## src/rtl/ntsc_pkg.sv

```systemverilog
// Constants, types and register map shared by the network time block.
`default_nettype none
package ntsc_pkg;

  localparam int CLK_FREQ_MHZ      = 40;
  localparam int PRESCALE_MIN_LOG2 = 5;
  localparam int PRESCALE_CNT_W    = 13;

  localparam logic [7:0] ADDR_MODE       = 8'h00;
  localparam logic [7:0] ADDR_INT_STATUS = 8'h01;
  localparam logic [7:0] ADDR_MASTER_ID  = 8'h02;
  localparam logic [7:0] ADDR_TIME_LO    = 8'h10;
  localparam logic [7:0] ADDR_TIME_HI    = 8'h11;
  localparam logic [7:0] ADDR_DIFF_LO    = 8'h32;
  localparam logic [7:0] ADDR_DIFF_HI    = 8'h33;
  localparam logic [7:0] ADDR_CARRY_LO   = 8'h34;
  localparam logic [7:0] ADDR_CARRY_HI   = 8'h35;

  localparam int MODE_STAMP_SEND_BIT = 0;
  localparam int MODE_TIME_HALT_BIT  = 1;
  localparam int MODE_SW_RESET_BIT   = 7;
  localparam int INT_UNLOCK_BIT      = 0;

  localparam logic [7:0]  MODE_RESET      = 8'h00;
  localparam logic [4:0]  MASTER_ID_RESET = 5'h00;
  localparam logic [15:0] CARRY_RESET     = 16'h0000;
  localparam logic [15:0] TIME_RESET      = 16'h0000;

  localparam logic signed [15:0] LOCK_WINDOW   = 16'sh0002;
  localparam logic signed [15:0] SLOW_LIMIT    = 16'sh0002;
  localparam logic signed [15:0] FAST_LIMIT    = -16'sh0001;
  localparam logic [1:0]         LOCK_RUN_NEED = 2'h3;

  typedef struct packed {
    logic       offsetSourceSelect;
    logic [1:0] rsvdHigh;
    logic [4:0] manualOffsetValue;
    logic [3:0] rsvdLow;
    logic [3:0] pulseDigitSelect;
  } carry_cfg_t;

  typedef struct packed {
    logic        valid;
    logic [4:0]  sourceId;
    logic [15:0] stampTime;
  } rx_stamp_t;

  typedef enum logic [1:0] {
    SYNC_PRESET = 2'b01,
    SYNC_TRACK  = 2'b10
  } sync_state_t;

  // Receive-path latency in microseconds per data rate code at this clock.
  function automatic logic [8:0] autoOffsetUs(input logic [2:0] rate);
    case (rate)
      3'h0:    autoOffsetUs = 9'h00B;
      3'h1:    autoOffsetUs = 9'h016;
      3'h2:    autoOffsetUs = 9'h02C;
      3'h3:    autoOffsetUs = 9'h058;
      3'h4:    autoOffsetUs = 9'h0B0;
      default: autoOffsetUs = 9'h160;
    endcase
  endfunction

endpackage
`default_nettype wire

```

## src/rtl/network_time_prescaler.sv

```systemverilog
// Prescaler that makes the time counter's resolution tick, with a trimmable period.
`timescale 1ns/1ps
`default_nettype none
module network_time_prescaler (
  input  wire logic       sys_clk,
  input  wire logic       reset_n,
  input  wire logic       halt,
  input  wire logic       restart,
  input  wire logic [2:0] prescaleSelect,
  input  wire logic       slowDown,
  input  wire logic       speedUp,
  output logic            tick
);
  import ntsc_pkg::*;

  logic [PRESCALE_CNT_W-1:0] count_q;
  logic [PRESCALE_CNT_W-1:0] periodLen;

  // One clock of trim per tick keeps the counter monotonic while it tracks.
  always_comb
  begin
    periodLen = PRESCALE_CNT_W'(13'h0001 << (PRESCALE_MIN_LOG2 + 32'(prescaleSelect)));
    if (slowDown)
    begin
      periodLen = periodLen + 13'h0001;
    end
    else if (speedUp)
    begin
      periodLen = periodLen - 13'h0001;
    end
  end

  always_ff @(posedge sys_clk or negedge reset_n)
  begin
    if (!reset_n)
    begin
      count_q <= '0;
      tick    <= 1'b0;
    end
    else if (restart || halt)
    begin
      count_q <= '0;
      tick    <= 1'b0;
    end
    else if (count_q >= periodLen - 13'h0001)
    begin
      count_q <= '0;
      tick    <= 1'b1;
    end
    else
    begin
      count_q <= count_q + 13'h0001;
      tick    <= 1'b0;
    end
  end

endmodule // network_time_prescaler
`default_nettype wire

```

## src/rtl/word_read_latch.sv

```systemverilog
// Holds the odd byte of a 16-bit value when its even byte is read.
`timescale 1ns/1ps
`default_nettype none
module word_read_latch (
  input  wire logic        sys_clk,
  input  wire logic        reset_n,
  input  wire logic [15:0] word,
  input  wire logic        readEven,
  output logic      [7:0]  heldHigh
);

  // Without this the two byte reads could straddle a carry and tear.
  always_ff @(posedge sys_clk or negedge reset_n)
  begin
    if (!reset_n)
    begin
      heldHigh <= 8'h00;
    end
    else if (readEven)
    begin
      heldHigh <= word[15:8];
    end
  end

endmodule // word_read_latch
`default_nettype wire

```

## src/rtl/network_time_sync_counter.sv

```systemverilog
// Network time counter with master stamping, slave preset and phase tracking.
`timescale 1ns/1ps
`default_nettype none
module network_time_sync_counter (
  input  wire logic              sys_clk,
  input  wire logic              reset_n,
  input  wire logic [7:0]        hostAddr,
  input  wire logic              hostRd,
  input  wire logic              hostWr,
  input  wire logic [7:0]        hostWrData,
  output logic      [7:0]        hostRdData,
  input  wire logic [4:0]        nodeIdPin,
  input  wire logic [2:0]        prescaleSelectPin,
  input  wire logic [2:0]        dataRateSelect,
  input  wire ntsc_pkg::rx_stamp_t rxStamp,
  output logic                   txStampEnable,
  output logic      [15:0]       txStampValue,
  output logic                   digitPulseOut_n,
  output logic                   syncUnlockedFlag,
  output logic                   clockMaster
);
  import ntsc_pkg::*;

  logic [7:0]        mode_q;
  logic [4:0]        masterNodeId_q;
  carry_cfg_t        carryCfg_q;
  logic              swReset_q;
  logic [4:0]        nodeIdMeta_q;
  logic [4:0]        nodeId_q;
  logic [2:0]        prescaleMeta_q;
  logic [2:0]        prescaleSelect_q;
  logic [1:0]        syncFill_q;
  logic [15:0]       networkTime_q;
  logic [15:0]       phaseDiff_q;
  logic              haltPrev_q;
  logic              rearm_q;
  sync_state_t       syncState_q;
  logic              slowDown_q;
  logic              speedUp_q;
  logic [1:0]        lockRun_q;
  logic              tick;
  logic              timeHalt;
  logic              fromMaster;
  logic              useManual;
  logic [15:0]       offsetTicks;
  logic [15:0]       expectedTime;
  logic signed [15:0] countDiff;
  logic              withinWindow;
  logic [15:0]       absDiff;
  logic [15:0]       nextTime;
  logic [7:0]        timeHeldHigh;
  logic [7:0]        diffHeldHigh;
  logic              writeMasterId;

  assign timeHalt      = mode_q[MODE_TIME_HALT_BIT];
  assign writeMasterId = hostWr && (hostAddr == ADDR_MASTER_ID);

  // The node ID and prescale pins pass two flops before anything looks at them.
  always_ff @(posedge sys_clk or negedge reset_n)
  begin
    if (!reset_n)
    begin
      nodeIdMeta_q     <= 5'h00;
      nodeId_q         <= 5'h00;
      prescaleMeta_q   <= 3'h0;
      prescaleSelect_q <= 3'h0;
      syncFill_q       <= 2'b00;
    end
    else
    begin
      nodeIdMeta_q     <= nodeIdPin;
      nodeId_q         <= nodeIdMeta_q;
      prescaleMeta_q   <= prescaleSelectPin;
      prescaleSelect_q <= prescaleMeta_q;
      // The fill flag keeps the reset value of the pins from posing as a master ID match.
      syncFill_q       <= {syncFill_q[0], 1'b1};
    end
  end

  // Host writes; the software reset bit is a one-cycle self-clearing strobe.
  always_ff @(posedge sys_clk or negedge reset_n)
  begin
    if (!reset_n)
    begin
      mode_q         <= MODE_RESET;
      masterNodeId_q <= MASTER_ID_RESET;
      carryCfg_q     <= CARRY_RESET;
      swReset_q      <= 1'b0;
    end
    else
    begin
      swReset_q <= hostWr && (hostAddr == ADDR_MODE) && hostWrData[MODE_SW_RESET_BIT];
      if (hostWr)
      begin
        case (hostAddr)
          ADDR_MODE:      mode_q <= hostWrData & 8'h03;
          ADDR_MASTER_ID: masterNodeId_q <= hostWrData[4:0];
          ADDR_CARRY_LO:  carryCfg_q[7:0] <= hostWrData & 8'h0F;
          ADDR_CARRY_HI:  carryCfg_q[15:8] <= hostWrData & 8'h9F;
          default:        ;
        endcase
      end
    end
  end

  // Master role is recognised one cycle after the ID comparison settles.
  always_ff @(posedge sys_clk or negedge reset_n)
  begin
    if (!reset_n)
    begin
      clockMaster   <= 1'b0;
      txStampEnable <= 1'b0;
      txStampValue  <= TIME_RESET;
    end
    else
    begin
      clockMaster   <= syncFill_q[1] && (masterNodeId_q == nodeId_q);
      txStampEnable <= mode_q[MODE_STAMP_SEND_BIT] || clockMaster;
      txStampValue  <= networkTime_q;
    end
  end

  assign fromMaster = rxStamp.valid && !clockMaster && (rxStamp.sourceId == masterNodeId_q);

  // Manual offset only counts at the slow prescale settings.
  assign useManual = carryCfg_q.offsetSourceSelect && prescaleSelect_q[2];

  always_comb
  begin
    if (useManual)
    begin
      offsetTicks = {11'h000, carryCfg_q.manualOffsetValue};
    end
    else
    begin
      offsetTicks = 16'((32'(autoOffsetUs(dataRateSelect)) * CLK_FREQ_MHZ)
                        >> (PRESCALE_MIN_LOG2 + 32'(prescaleSelect_q)));
    end
  end

  assign expectedTime = rxStamp.stampTime + offsetTicks;
  assign countDiff    = signed'(networkTime_q - expectedTime);
  assign withinWindow = (countDiff >= -LOCK_WINDOW) && (countDiff <= LOCK_WINDOW);
  assign absDiff      = countDiff[15] ? 16'(-countDiff) : 16'(countDiff);
  assign nextTime     = networkTime_q + 16'h0001;

  network_time_prescaler prescaler (
    .sys_clk        (sys_clk),
    .reset_n        (reset_n),
    .halt           (timeHalt),
    .restart        (swReset_q),
    .prescaleSelect (prescaleSelect_q),
    .slowDown       (slowDown_q),
    .speedUp        (speedUp_q),
    .tick           (tick)
  );

  // Preset is re-armed on a halt release, a master ID write or a reset.
  always_ff @(posedge sys_clk or negedge reset_n)
  begin
    if (!reset_n)
    begin
      haltPrev_q <= 1'b0;
      rearm_q    <= 1'b0;
    end
    else
    begin
      haltPrev_q <= timeHalt;
      rearm_q    <= (haltPrev_q && !timeHalt) || writeMasterId || swReset_q;
    end
  end

  always_ff @(posedge sys_clk or negedge reset_n)
  begin
    if (!reset_n)
    begin
      syncState_q <= SYNC_PRESET;
    end
    else if (rearm_q || writeMasterId)
    begin
      syncState_q <= SYNC_PRESET;
    end
    else
    begin
      case (syncState_q)
        SYNC_PRESET:
        begin
          if (fromMaster)
          begin
            syncState_q <= SYNC_TRACK;
          end
        end
        SYNC_TRACK:
        begin
          syncState_q <= SYNC_TRACK;
        end
        default:
        begin
          syncState_q <= SYNC_PRESET;
        end
      endcase
    end
  end

  // The counter runs from reset; only the first master packet after each re-arm may load it.
  always_ff @(posedge sys_clk or negedge reset_n)
  begin
    if (!reset_n)
    begin
      networkTime_q <= TIME_RESET;
    end
    else if (swReset_q)
    begin
      networkTime_q <= TIME_RESET;
    end
    else if (fromMaster && (syncState_q == SYNC_PRESET) && !rearm_q)
    begin
      networkTime_q <= expectedTime;
    end
    else if (tick && !timeHalt)
    begin
      networkTime_q <= nextTime;
    end
  end

  // Speed trim holds from one comparison to the next.
  always_ff @(posedge sys_clk or negedge reset_n)
  begin
    if (!reset_n)
    begin
      slowDown_q <= 1'b0;
      speedUp_q  <= 1'b0;
    end
    else if (clockMaster || (syncState_q != SYNC_TRACK) || rearm_q)
    begin
      slowDown_q <= 1'b0;
      speedUp_q  <= 1'b0;
    end
    else if (fromMaster)
    begin
      slowDown_q <= (countDiff >= SLOW_LIMIT);
      speedUp_q  <= (countDiff <= FAST_LIMIT);
    end
  end

  always_ff @(posedge sys_clk or negedge reset_n)
  begin
    if (!reset_n)
    begin
      phaseDiff_q <= 16'h0000;
    end
    else if (fromMaster && (syncState_q == SYNC_TRACK))
    begin
      phaseDiff_q <= {countDiff[15], absDiff[14:0]};
    end
  end

  // The set side wins: any out-of-window reception unlocks at once.
  always_ff @(posedge sys_clk or negedge reset_n)
  begin
    if (!reset_n)
    begin
      syncUnlockedFlag <= 1'b1;
      lockRun_q        <= 2'h0;
    end
    else if (swReset_q || rearm_q)
    begin
      syncUnlockedFlag <= 1'b1;
      lockRun_q        <= 2'h0;
    end
    else if (clockMaster)
    begin
      syncUnlockedFlag <= 1'b0;
      lockRun_q        <= 2'h0;
    end
    else if (fromMaster && (syncState_q == SYNC_TRACK))
    begin
      if (!withinWindow)
      begin
        syncUnlockedFlag <= 1'b1;
        lockRun_q        <= 2'h0;
      end
      else if (lockRun_q >= LOCK_RUN_NEED - 2'h1)
      begin
        syncUnlockedFlag <= 1'b0;
        lockRun_q        <= LOCK_RUN_NEED;
      end
      else
      begin
        lockRun_q <= lockRun_q + 2'h1;
      end
    end
  end

  // Pulse low for exactly one tick so synced nodes line up their edges.
  always_ff @(posedge sys_clk or negedge reset_n)
  begin
    if (!reset_n)
    begin
      digitPulseOut_n <= 1'b1;
    end
    else if (swReset_q || timeHalt)
    begin
      digitPulseOut_n <= 1'b1;
    end
    else if (tick)
    begin
      digitPulseOut_n <= !(networkTime_q[carryCfg_q.pulseDigitSelect] ^ nextTime[carryCfg_q.pulseDigitSelect]);
    end
  end

  word_read_latch timeLatch (
    .sys_clk  (sys_clk),
    .reset_n  (reset_n),
    .word     (networkTime_q),
    .readEven (hostRd && (hostAddr == ADDR_TIME_LO)),
    .heldHigh (timeHeldHigh)
  );

  word_read_latch diffLatch (
    .sys_clk  (sys_clk),
    .reset_n  (reset_n),
    .word     (phaseDiff_q),
    .readEven (hostRd && (hostAddr == ADDR_DIFF_LO)),
    .heldHigh (diffHeldHigh)
  );

  // Unmapped addresses read as zero.
  always_ff @(posedge sys_clk or negedge reset_n)
  begin
    if (!reset_n)
    begin
      hostRdData <= 8'h00;
    end
    else if (hostRd)
    begin
      case (hostAddr)
        ADDR_MODE:       hostRdData <= mode_q;
        ADDR_INT_STATUS: hostRdData <= 8'(syncUnlockedFlag) << INT_UNLOCK_BIT;
        ADDR_MASTER_ID:  hostRdData <= {3'h0, masterNodeId_q};
        ADDR_TIME_LO:    hostRdData <= networkTime_q[7:0];
        ADDR_TIME_HI:    hostRdData <= timeHeldHigh;
        ADDR_DIFF_LO:    hostRdData <= phaseDiff_q[7:0];
        ADDR_DIFF_HI:    hostRdData <= diffHeldHigh;
        ADDR_CARRY_LO:   hostRdData <= carryCfg_q[7:0];
        ADDR_CARRY_HI:   hostRdData <= carryCfg_q[15:8];
        default:         hostRdData <= 8'h00;
      endcase
    end
  end

  master_stamps_a: assert property (@(posedge sys_clk) disable iff (!reset_n)
    clockMaster |=> txStampEnable)
    else $error("Master node did not enable time stamping.");

  preset_load_a: assert property (@(posedge sys_clk) disable iff (!reset_n)
    (fromMaster && syncState_q == SYNC_PRESET && !rearm_q && !swReset_q && !writeMasterId)
    |=> (networkTime_q == $past(expectedTime)) && (syncState_q == SYNC_TRACK))
    else $error("First master packet did not preset the counter.");

  slow_down_a: assert property (@(posedge sys_clk) disable iff (!reset_n)
    (fromMaster && syncState_q == SYNC_TRACK && !rearm_q && countDiff >= SLOW_LIMIT) |=> slowDown_q && !speedUp_q)
    else $error("Counter ahead by two or more was not slowed.");

  speed_up_a: assert property (@(posedge sys_clk) disable iff (!reset_n)
    (fromMaster && syncState_q == SYNC_TRACK && !rearm_q && countDiff <= FAST_LIMIT) |=> speedUp_q && !slowDown_q)
    else $error("Counter behind was not sped up.");

  unlock_set_a: assert property (@(posedge sys_clk) disable iff (!reset_n)
    (fromMaster && syncState_q == SYNC_TRACK && !withinWindow) |=> syncUnlockedFlag)
    else $error("Out-of-window difference did not set unlock.");

  lock_after_three_a: assert property (@(posedge sys_clk) disable iff (!reset_n)
    ($fell(syncUnlockedFlag) && !$past(clockMaster)) |-> lockRun_q == LOCK_RUN_NEED)
    else $error("Lock reached before three in-window receptions.");

  pulse_width_a: assert property (@(posedge sys_clk) disable iff (!reset_n)
    (!digitPulseOut_n && !tick && !timeHalt && !swReset_q) |=> !digitPulseOut_n)
    else $error("Carry pulse ended before the next tick.");

  rearm_on_write_a: assert property (@(posedge sys_clk) disable iff (!reset_n)
    writeMasterId |=> syncState_q == SYNC_PRESET ##1 syncState_q == SYNC_PRESET)
    else $error("Master ID write did not re-arm the preset.");

  auto_offset_a: assert property (@(posedge sys_clk) disable iff (!reset_n)
    !prescaleSelect_q[2] |-> !useManual)
    else $error("Manual offset used with low prescale top bit.");

  preset_seen_c: cover property (@(posedge sys_clk) disable iff (!reset_n)
    syncState_q == SYNC_PRESET ##1 syncState_q == SYNC_TRACK);

  lock_seen_c: cover property (@(posedge sys_clk) disable iff (!reset_n)
    $fell(syncUnlockedFlag) && !clockMaster);

  pulse_seen_c: cover property (@(posedge sys_clk) disable iff (!reset_n)
    $fell(digitPulseOut_n));

endmodule // network_time_sync_counter
`default_nettype wire

```

## config.mk

```make
export PLATFORM = sky130hd
export DESIGN_NAME = network_time_sync_counter
export DESIGN_NICKNAME = d
export VERILOG_FILES = /design/src/rtl/ntsc_pkg.sv /design/src/rtl/network_time_prescaler.sv /design/src/rtl/word_read_latch.sv /design/src/rtl/network_time_sync_counter.sv
export SDC_FILE = /design/constraint.sdc
export NUM_CORES = 1
export LEC_CHECK = 0
export BUFFER_PORTS_ARGS = -buffer_cell sky130_fd_sc_hd__buf_2
export CAP_MARGIN = 10
export CORE_ASPECT_RATIO = 0.6
export CORE_MARGIN = 3
export CORE_UTILIZATION = 30
export DETAILED_ROUTE_END_ITERATION = 8
export GPL_ROUTABILITY_DRIVEN = 0
export SETUP_SLACK_MARGIN = 0.1
export SLEW_MARGIN = 10
export SYNTH_ARGS = -nofsm -noshare
export SYNTH_HDL_FRONTEND = slang
export SYNTH_HIERARCHICAL = 1
export SYNTH_SLANG_ARGS = --single-unit
```

## constraint.sdc

```tcl
create_clock -name sys_clk -period 6.6 [get_ports sys_clk]
set_input_delay 0.66 -clock sys_clk [delete_from_list [all_inputs] [get_ports sys_clk]]
set_output_delay 0.66 -clock sys_clk [all_outputs]
set_load 0.01 [all_outputs]
```

[After elaboration in Yosys (flattened, before gate mapping)]
Index checks and enable logic that the tools add are counted.
Storage, ports and cells
  output and inout bits: 28
  register bits: 134
  word-level logic and storage cells: 144
Cells by class
  equal/unequal tests: 19
  multipliers: 1
  $lt $le $gt $ge: 7
  $add $sub $neg: 10
  mux-type cells: 37
  bitwise operators: 1
  reductions and logical operators: 38
  shifts and indexed selects: 2
Operators with widths (number)
  8-bit case mux with 9 select lines: 1
  16-bit 2-to-1 mux: 4
  13-bit 2-to-1 mux: 4
  9-bit case mux with 5 select lines: 1
  8-bit by 6-bit equality test with 1-bit output (second input constant): 4
  1-bit by 32-bit << shifter with 13-bit output (first input constant): 1
  15-bit by 32-bit right shift with 16-bit output: 1
  13-bit by 1-bit adder with 13-bit output (second input constant): 2
  13-bit by 1-bit subtractor with 13-bit output (second input constant): 2
  16-bit by 1-bit adder with 16-bit output (second input constant): 1
  16-bit adder: 1
  8-bit by 5-bit equality test with 1-bit output (second input constant): 2
  16-bit by 2-bit greater-or-equal comparator with 1-bit output (second input constant): 1
  16-bit by 3-bit greater-or-equal comparator with 1-bit output (second input constant): 1
  16-bit by 1-bit <= comparator with 1-bit output (second input constant): 1
  16-bit by 3-bit <= comparator with 1-bit output (second input constant): 1
  16-bit subtractor: 1
  1-bit logical AND: 15
  1-bit 2-to-1 mux: 15
  15-bit 2-to-1 mux: 1
  15-bit negation: 1
  2-bit 2-to-1 mux: 7
  13-bit greater-or-equal comparator: 1
  9-bit by 3-bit multiplier with 12-bit output (second input constant): 1
  other kinds (26): 45

[Logic depth before layout (Yosys ltp)]
  depth after elaboration: 14
  gate-level depth with buffers: 35
  depth with buffers taken out: 34

[Hierarchy]
The synthesis kept the hierarchy.
Modules (own cells, without submodules)
  network_time_sync_counter: instances 1, cells an instance 843, area each 7599.8 um^2
  network_time_prescaler: instances 1, cells an instance 138, area each 1223.7 um^2
  word_read_latch: instances 2, cells an instance 17, area each 331.6 um^2

[Worst setup path after synthesis]
No wires, ideal clock.
  kind: input port to flip-flop
  from: input dataRateSelect[2]
  to: register phaseDiff_q[14]
  arrival: 7.317 ns
  cell stages on the path: 30
  setup slack: -0.786 ns
  cell sequence: clkbuf_1 > mux2_2 > ha_1 > ha_1 > a21o_1 > a2111oi_0 > or3_1 > xor2_1 > mux4_2 > o21ai_0 > a21oi_1 > fa_1 > nor2b_1 > o21ai_0 > a21oi_1 > o21ai_0 > a21oi_1 > o21a_1 > nor2_1 > xor2_1 > ha_1 > nand2_1 > a21oi_1 > o21ai_1 > o211ai_1 > o311ai_0 > or4b_4 > or3_1 > a211o_1 > nand3_1
Between the ends
  longest elaborated chain between the ends: 10
RTL lines
  start: declaration: RTL line network_time_sync_counter.sv:14  | input wire logic [2:0] dataRateSelect,
  3-bit equality test (tied with other cells): RTL line ntsc_pkg.sv:55  | case (rate)
  9-bit case mux with 5 select lines *: RTL line ntsc_pkg.sv:55
  9-bit 2-to-1 mux *: RTL line network_time_sync_counter.sv:130  | if (useManual)
  9-bit by 3-bit multiplier with 12-bit output *: RTL line network_time_sync_counter.sv:136  | offsetTicks = 16'((32'(autoOffsetUs(dataRateSelect)) * CLK_FREQ_MHZ)
  15-bit by 32-bit right shift with 16-bit output *: RTL line network_time_sync_counter.sv:136
  16-bit 2-to-1 mux *: RTL line network_time_sync_counter.sv:130
  16-bit adder *: RTL line network_time_sync_counter.sv:141  | assign expectedTime = rxStamp.stampTime + offsetTicks;
  16-bit subtractor *: RTL line network_time_sync_counter.sv:142  | assign countDiff = signed'(networkTime_q - expectedTime);
  15-bit negation: RTL line network_time_sync_counter.sv:144  | assign absDiff = countDiff[15] ? 16'(-countDiff) : 16'(countDiff);
  15-bit 2-to-1 mux *: RTL line network_time_sync_counter.sv:144
  end signal: assignment: RTL line network_time_sync_counter.sv:254  | phaseDiff_q <= {countDiff[15], absDiff[14:0]};
  end: declaration: RTL line network_time_sync_counter.sv:34  | logic [15:0] phaseDiff_q;
Mark *: on every way between the ends. The rest lies on a longest branch, timed or not. The select of a mux whose other input is x is not followed.
A chain may end at the register's enable or synchronous reset.

[Final worst setup path]
  from: input dataRateSelect[1]
  to: register phaseDiff_q[14]
Same word-level chain as after synthesis.

==> impl_metrics.csv <==
group,metric,value,unit
status,status,"finished, violations left",
status,failed_checks,"negative setup slack",
worst_setup_path,critPathSlowestCell,"or4b_4",
synth,yosysSeqAreaShare,0.354,
sta,finClkSkew,0.0148,ns
sta,worst_slack,-0.210,ns
power,power.density,385,nW/um2
worst_setup_path,start_kind,"input port",
synth,synth_compound_area_frac,0.183,
floorplanning,io_pins,81,
worst_setup_path,cp_data_required_time,6.97,ns
placed_design,post-place-cells,1592,
clock_tree,cts_made_buffers,17,
floorplanning,die_w,236,um
worst_setup_path,crit_path_max_incr_delay,0.55,ns
sta,setup_violations,8,
synth,synth_top_family_by_area,"simple AND/OR/NAND/NOR gates",
sta,finalCriticalPeriod,6.81,ns
synth,synth_cell_types,85,
synth,synth-simple-area-share,0.195,
power,p_int,0.00292,W
synth,yosysTopAreaCellShare,0.346,
power,leakagePower,5.71,nW
synth,syn_inst,1015,
clock_tree,cts.sinks,134,
clock_tree,ctsHtreeMaxLevel,4,
worst_setup_path,worst_setup_path_end_kind,"flip-flop",
power,clockPowerShare,0.194,
synth,synthXorXnorAreaFrac,0.0682,
drt,routed_wl,31200,um
drt,vias_per_cell,5.36,
final_layout,final_area,12900,um2
drt,first_pass_iters,5,
final_layout,fillCellCount,2927,
final_layout,drive_above_1_share,0.361,
synth,syn_avg_cell_area,9.35,um2
synth,ys.flop_type,"dfrtp_1",
floorplanning,start_util,0.311,
sta,post-route-period-util,1.03,
drt,vias,8900,
clock_tree,clockBufferDepth,2,
final_layout,layout_commonest_cell,"buf_4",
grt,grt_usage,0.184,
power,swShare,0.412,
final_layout,seqCellArea,3360,um2
power,seqPwrFrac,0.254,
sta,hold_viol,0,
final_layout,antenna_cells,0,
worst_setup_path,worst-setup-path-type,"in2reg",
worst_setup_path,arrival,7.18,ns
worst_setup_path,rr_worst_depth,24,
clock_tree,cts_tree,"done",
worst_setup_path,worstPathMaxFanout,5,
floorplanning,rows,49,
synth,ys_ff_latch,134,
sta,rsz0062_at_grt,"yes",
final_layout,stdcell_count,1661,
placed_design,dp_slack,-0.828,ns
run,drv_cap,0,
final_layout,layout_common_cells,"165 x buf_4, 131 x dfrtp_1, 86 x nand2_1, 74 x buf_2, 70 x nor2_1",
synth,netlist_top_cells_area,"dfrtp_1 35%, ha_1 7.5%, xor2_1 3.9%",
drt,drt-initial-drc-count,908,
final_layout,multi_input_area,6530,um2
drt,drc,0,
synth,synth_edf_count,0,
floorplanning,dieArea,33900,um2
placed_design,placement.io_buffers,78,
clock_tree,clockRootBuffer,"clkbuf_16",
final_layout,area_growth_syn_to_layout,36.4,%
grt,first_global_vias,8626,
sta,whs,0.246,ns
floorplanning,die_h,144,um
synth,synth_area_leader_cell,"dfrtp_1",
power,comb_power_share,0.552,
drt,wl_per_cell,18.8,um
final_layout,fin_nets,1352,
final_layout,fin_util,0.424,
placed_design,dp_hpwl,23400,um
power,p_sw,0.00205,W
sta,fmax,147,MHz
sta,maxSlewHeadroom,0.314,
grt,gr-total-overflow,0,
drt,drtAntennaViolNets,0,
sta,worstMarginPinSlew,1.02,ns
synth,synth.cell_area,9490,um2
clock_tree,clkTransAtPathRegs,0.06,ns
grt,grt_start_max_net_pins,82,
synth,synth_fa_ha_area_frac,0.0794,
synth,async_reset_ff_frac,1.00,
clock_tree,clk_latency,0.44,ns
floorplanning,coreArea,30500,um2
grt,antenna_found_initial,0,
synth,synth_mux_area_frac,0.0832,
power,peakVddDrop,0.000225,V
worst_hold_path,hp-class,"in2async",
grt,grt_pass1_wl,49000,um
synth,ys_warn_count,6,
placed_design,placed_cell_area,11400,um2
sta,slew_viol_final,0,
[state kept, by name (all words and copies together), names as in the netlist, 2 cells and up]
| register | flops |
|---|---|
| prescaleSelect_q | 3 |
| prescaler/count_q | 13 |
| diffLatch/heldHigh | 8 |
| phaseDiff_q | 16 |
| hostRdData | 8 |
| prescaleMeta_q | 3 |
| nodeId_q | 5 |
| timeLatch/heldHigh | 8 |
| txStampValue | 16 |
| syncState_q | 2 |
| carryCfg_q | 10 |
| nodeIdMeta_q | 5 |
| lockRun_q | 2 |
| syncFill_q | 2 |
| networkTime_q | 16 |
| masterNodeId_q | 5 |
| mode_q | 2 |
[metrics by stage]
stage          TNS, ns  power (W)
2_1_floorplan   -0.494    0.00243
3_3_place_gp    -10.83    0.00344
3_5_place_dp    -14.85    0.00348
4_1_cts         -0.375    0.00466
5_1_grt          -4.48    0.00527
6_report        -0.588    0.00498
[path summary, 6_finish.rpt]
| path | start | to | slack, ns |
|---|---|---|---|
| max in group asynchronous | reset_n | lockRun_q[1] | 5.16 |
| min in group sys_clk | prescaleSelectPin[2] | prescaleMeta_q[2] | 0.32 |
| min reg2reg | nodeIdMeta_q[4] | nodeId_q[4] | 0.35 |
| max reg2reg | prescaleSelect_q[0] | phaseDiff_q[14] | 0.64 |
| max | dataRateSelect[1] | phaseDiff_q[14] | -0.21 |
| min | reset_n | nodeId_q[3] | 0.25 |
[worst max-delay path, delay by kind of cell]
| family | cells | cell delay, ns |
|---|---|---|
| compound gates | 12 | 2.50 |
| xor+xnor | 2 | 0.35 |
| fa+ha+maj | 3 | 0.76 |
| buf+inv | 3 | 0.32 |
| mux | 2 | 0.69 |
| simple gates | 8 | 1.90 |
[cells in the mapped netlist (5+ instances only)]
cell type,count
a2111oi_0,5
nand3_1,31
ha_1,57
o311a_1,5
o211ai_1,8
o21a_1,6
a31oi_1,8
mux2i_1,11
a222oi_1,5
nor3b_1,8
or3_1,11
nor3_1,35
a311oi_1,5
and3_1,7
a22oi_1,9
nor2b_1,14
clkbuf_1,38
and2_1,11
nand4_1,16
a211oi_1,27
mux2_2,25
dfrtp_1,131
mux2_4,16
inv_1,34
nor2_1,74
a21oi_1,49
a21o_1,15
mux4_2,7
nand2b_1,11
o21ai_0,53
nand2_1,89
xnor2_1,30
nand3b_1,6
a221oi_1,5
xor2_1,42
nor4_1,12
[area by class of cell]
type / count / area share
well taps: 408 / 0.0395
clock buffers: 19 / 0.0342
inverters: 34 / 0.0101
clock inverters: 13 / 0.0111
multi-input cells: 800 / 0.505
repair buffers: 253 / 0.141
flip-flops and latches: 134 / 0.259
[kinds of logic after synthesis]
logic type,count (synthesis)
AO/OA/AOI/OAI,249
XOR/XNOR,73
adder cells (fa/ha/maj),59
buffers and inverters,83
flip-flops,134
multiplexers,59
other,3
AND/OR/NAND/NOR,355
[power groups by stage]
stage | combinational, W | clock, W | sequential, W
after global placement | 0.00218 | 0 | 0.00126
final | 0.00275 | 0.000964 | 0.00127
after CTS | 0.00243 | 0.000980 | 0.00125
after global routing | 0.00297 | 0.00102 | 0.00129
after floorplan | 0.00129 | 0 | 0.00115
after detailed placement | 0.00221 | 0 | 0.00126
[timing repair]
action / CTS / global route
hold buffers: 0 / 0
gates resized for setup: 60 / 78
gates cloned: 1 / 1
setup buffers: 18 / 17
hold endpoints to repair: 0 / 0
setup endpoints to repair: 20 / 20
pin swaps: 38 / 54
[per-layer routing]
| layer | track usage | up-vias | part of all wire |
|---|---|---|---|
| li1 | - | 4207 | - |
| met1 | 0.284 | 4322 | 0.51 |
| met2 | 0.243 | 346 | 0.38 |
| met3 | 0.0658 | 25 | 0.10 |
| met4 | 0.0361 | 0 | 0.0087 |
| met5 | 0 | - | 0 |
Power figures use the tool's default switching activity.
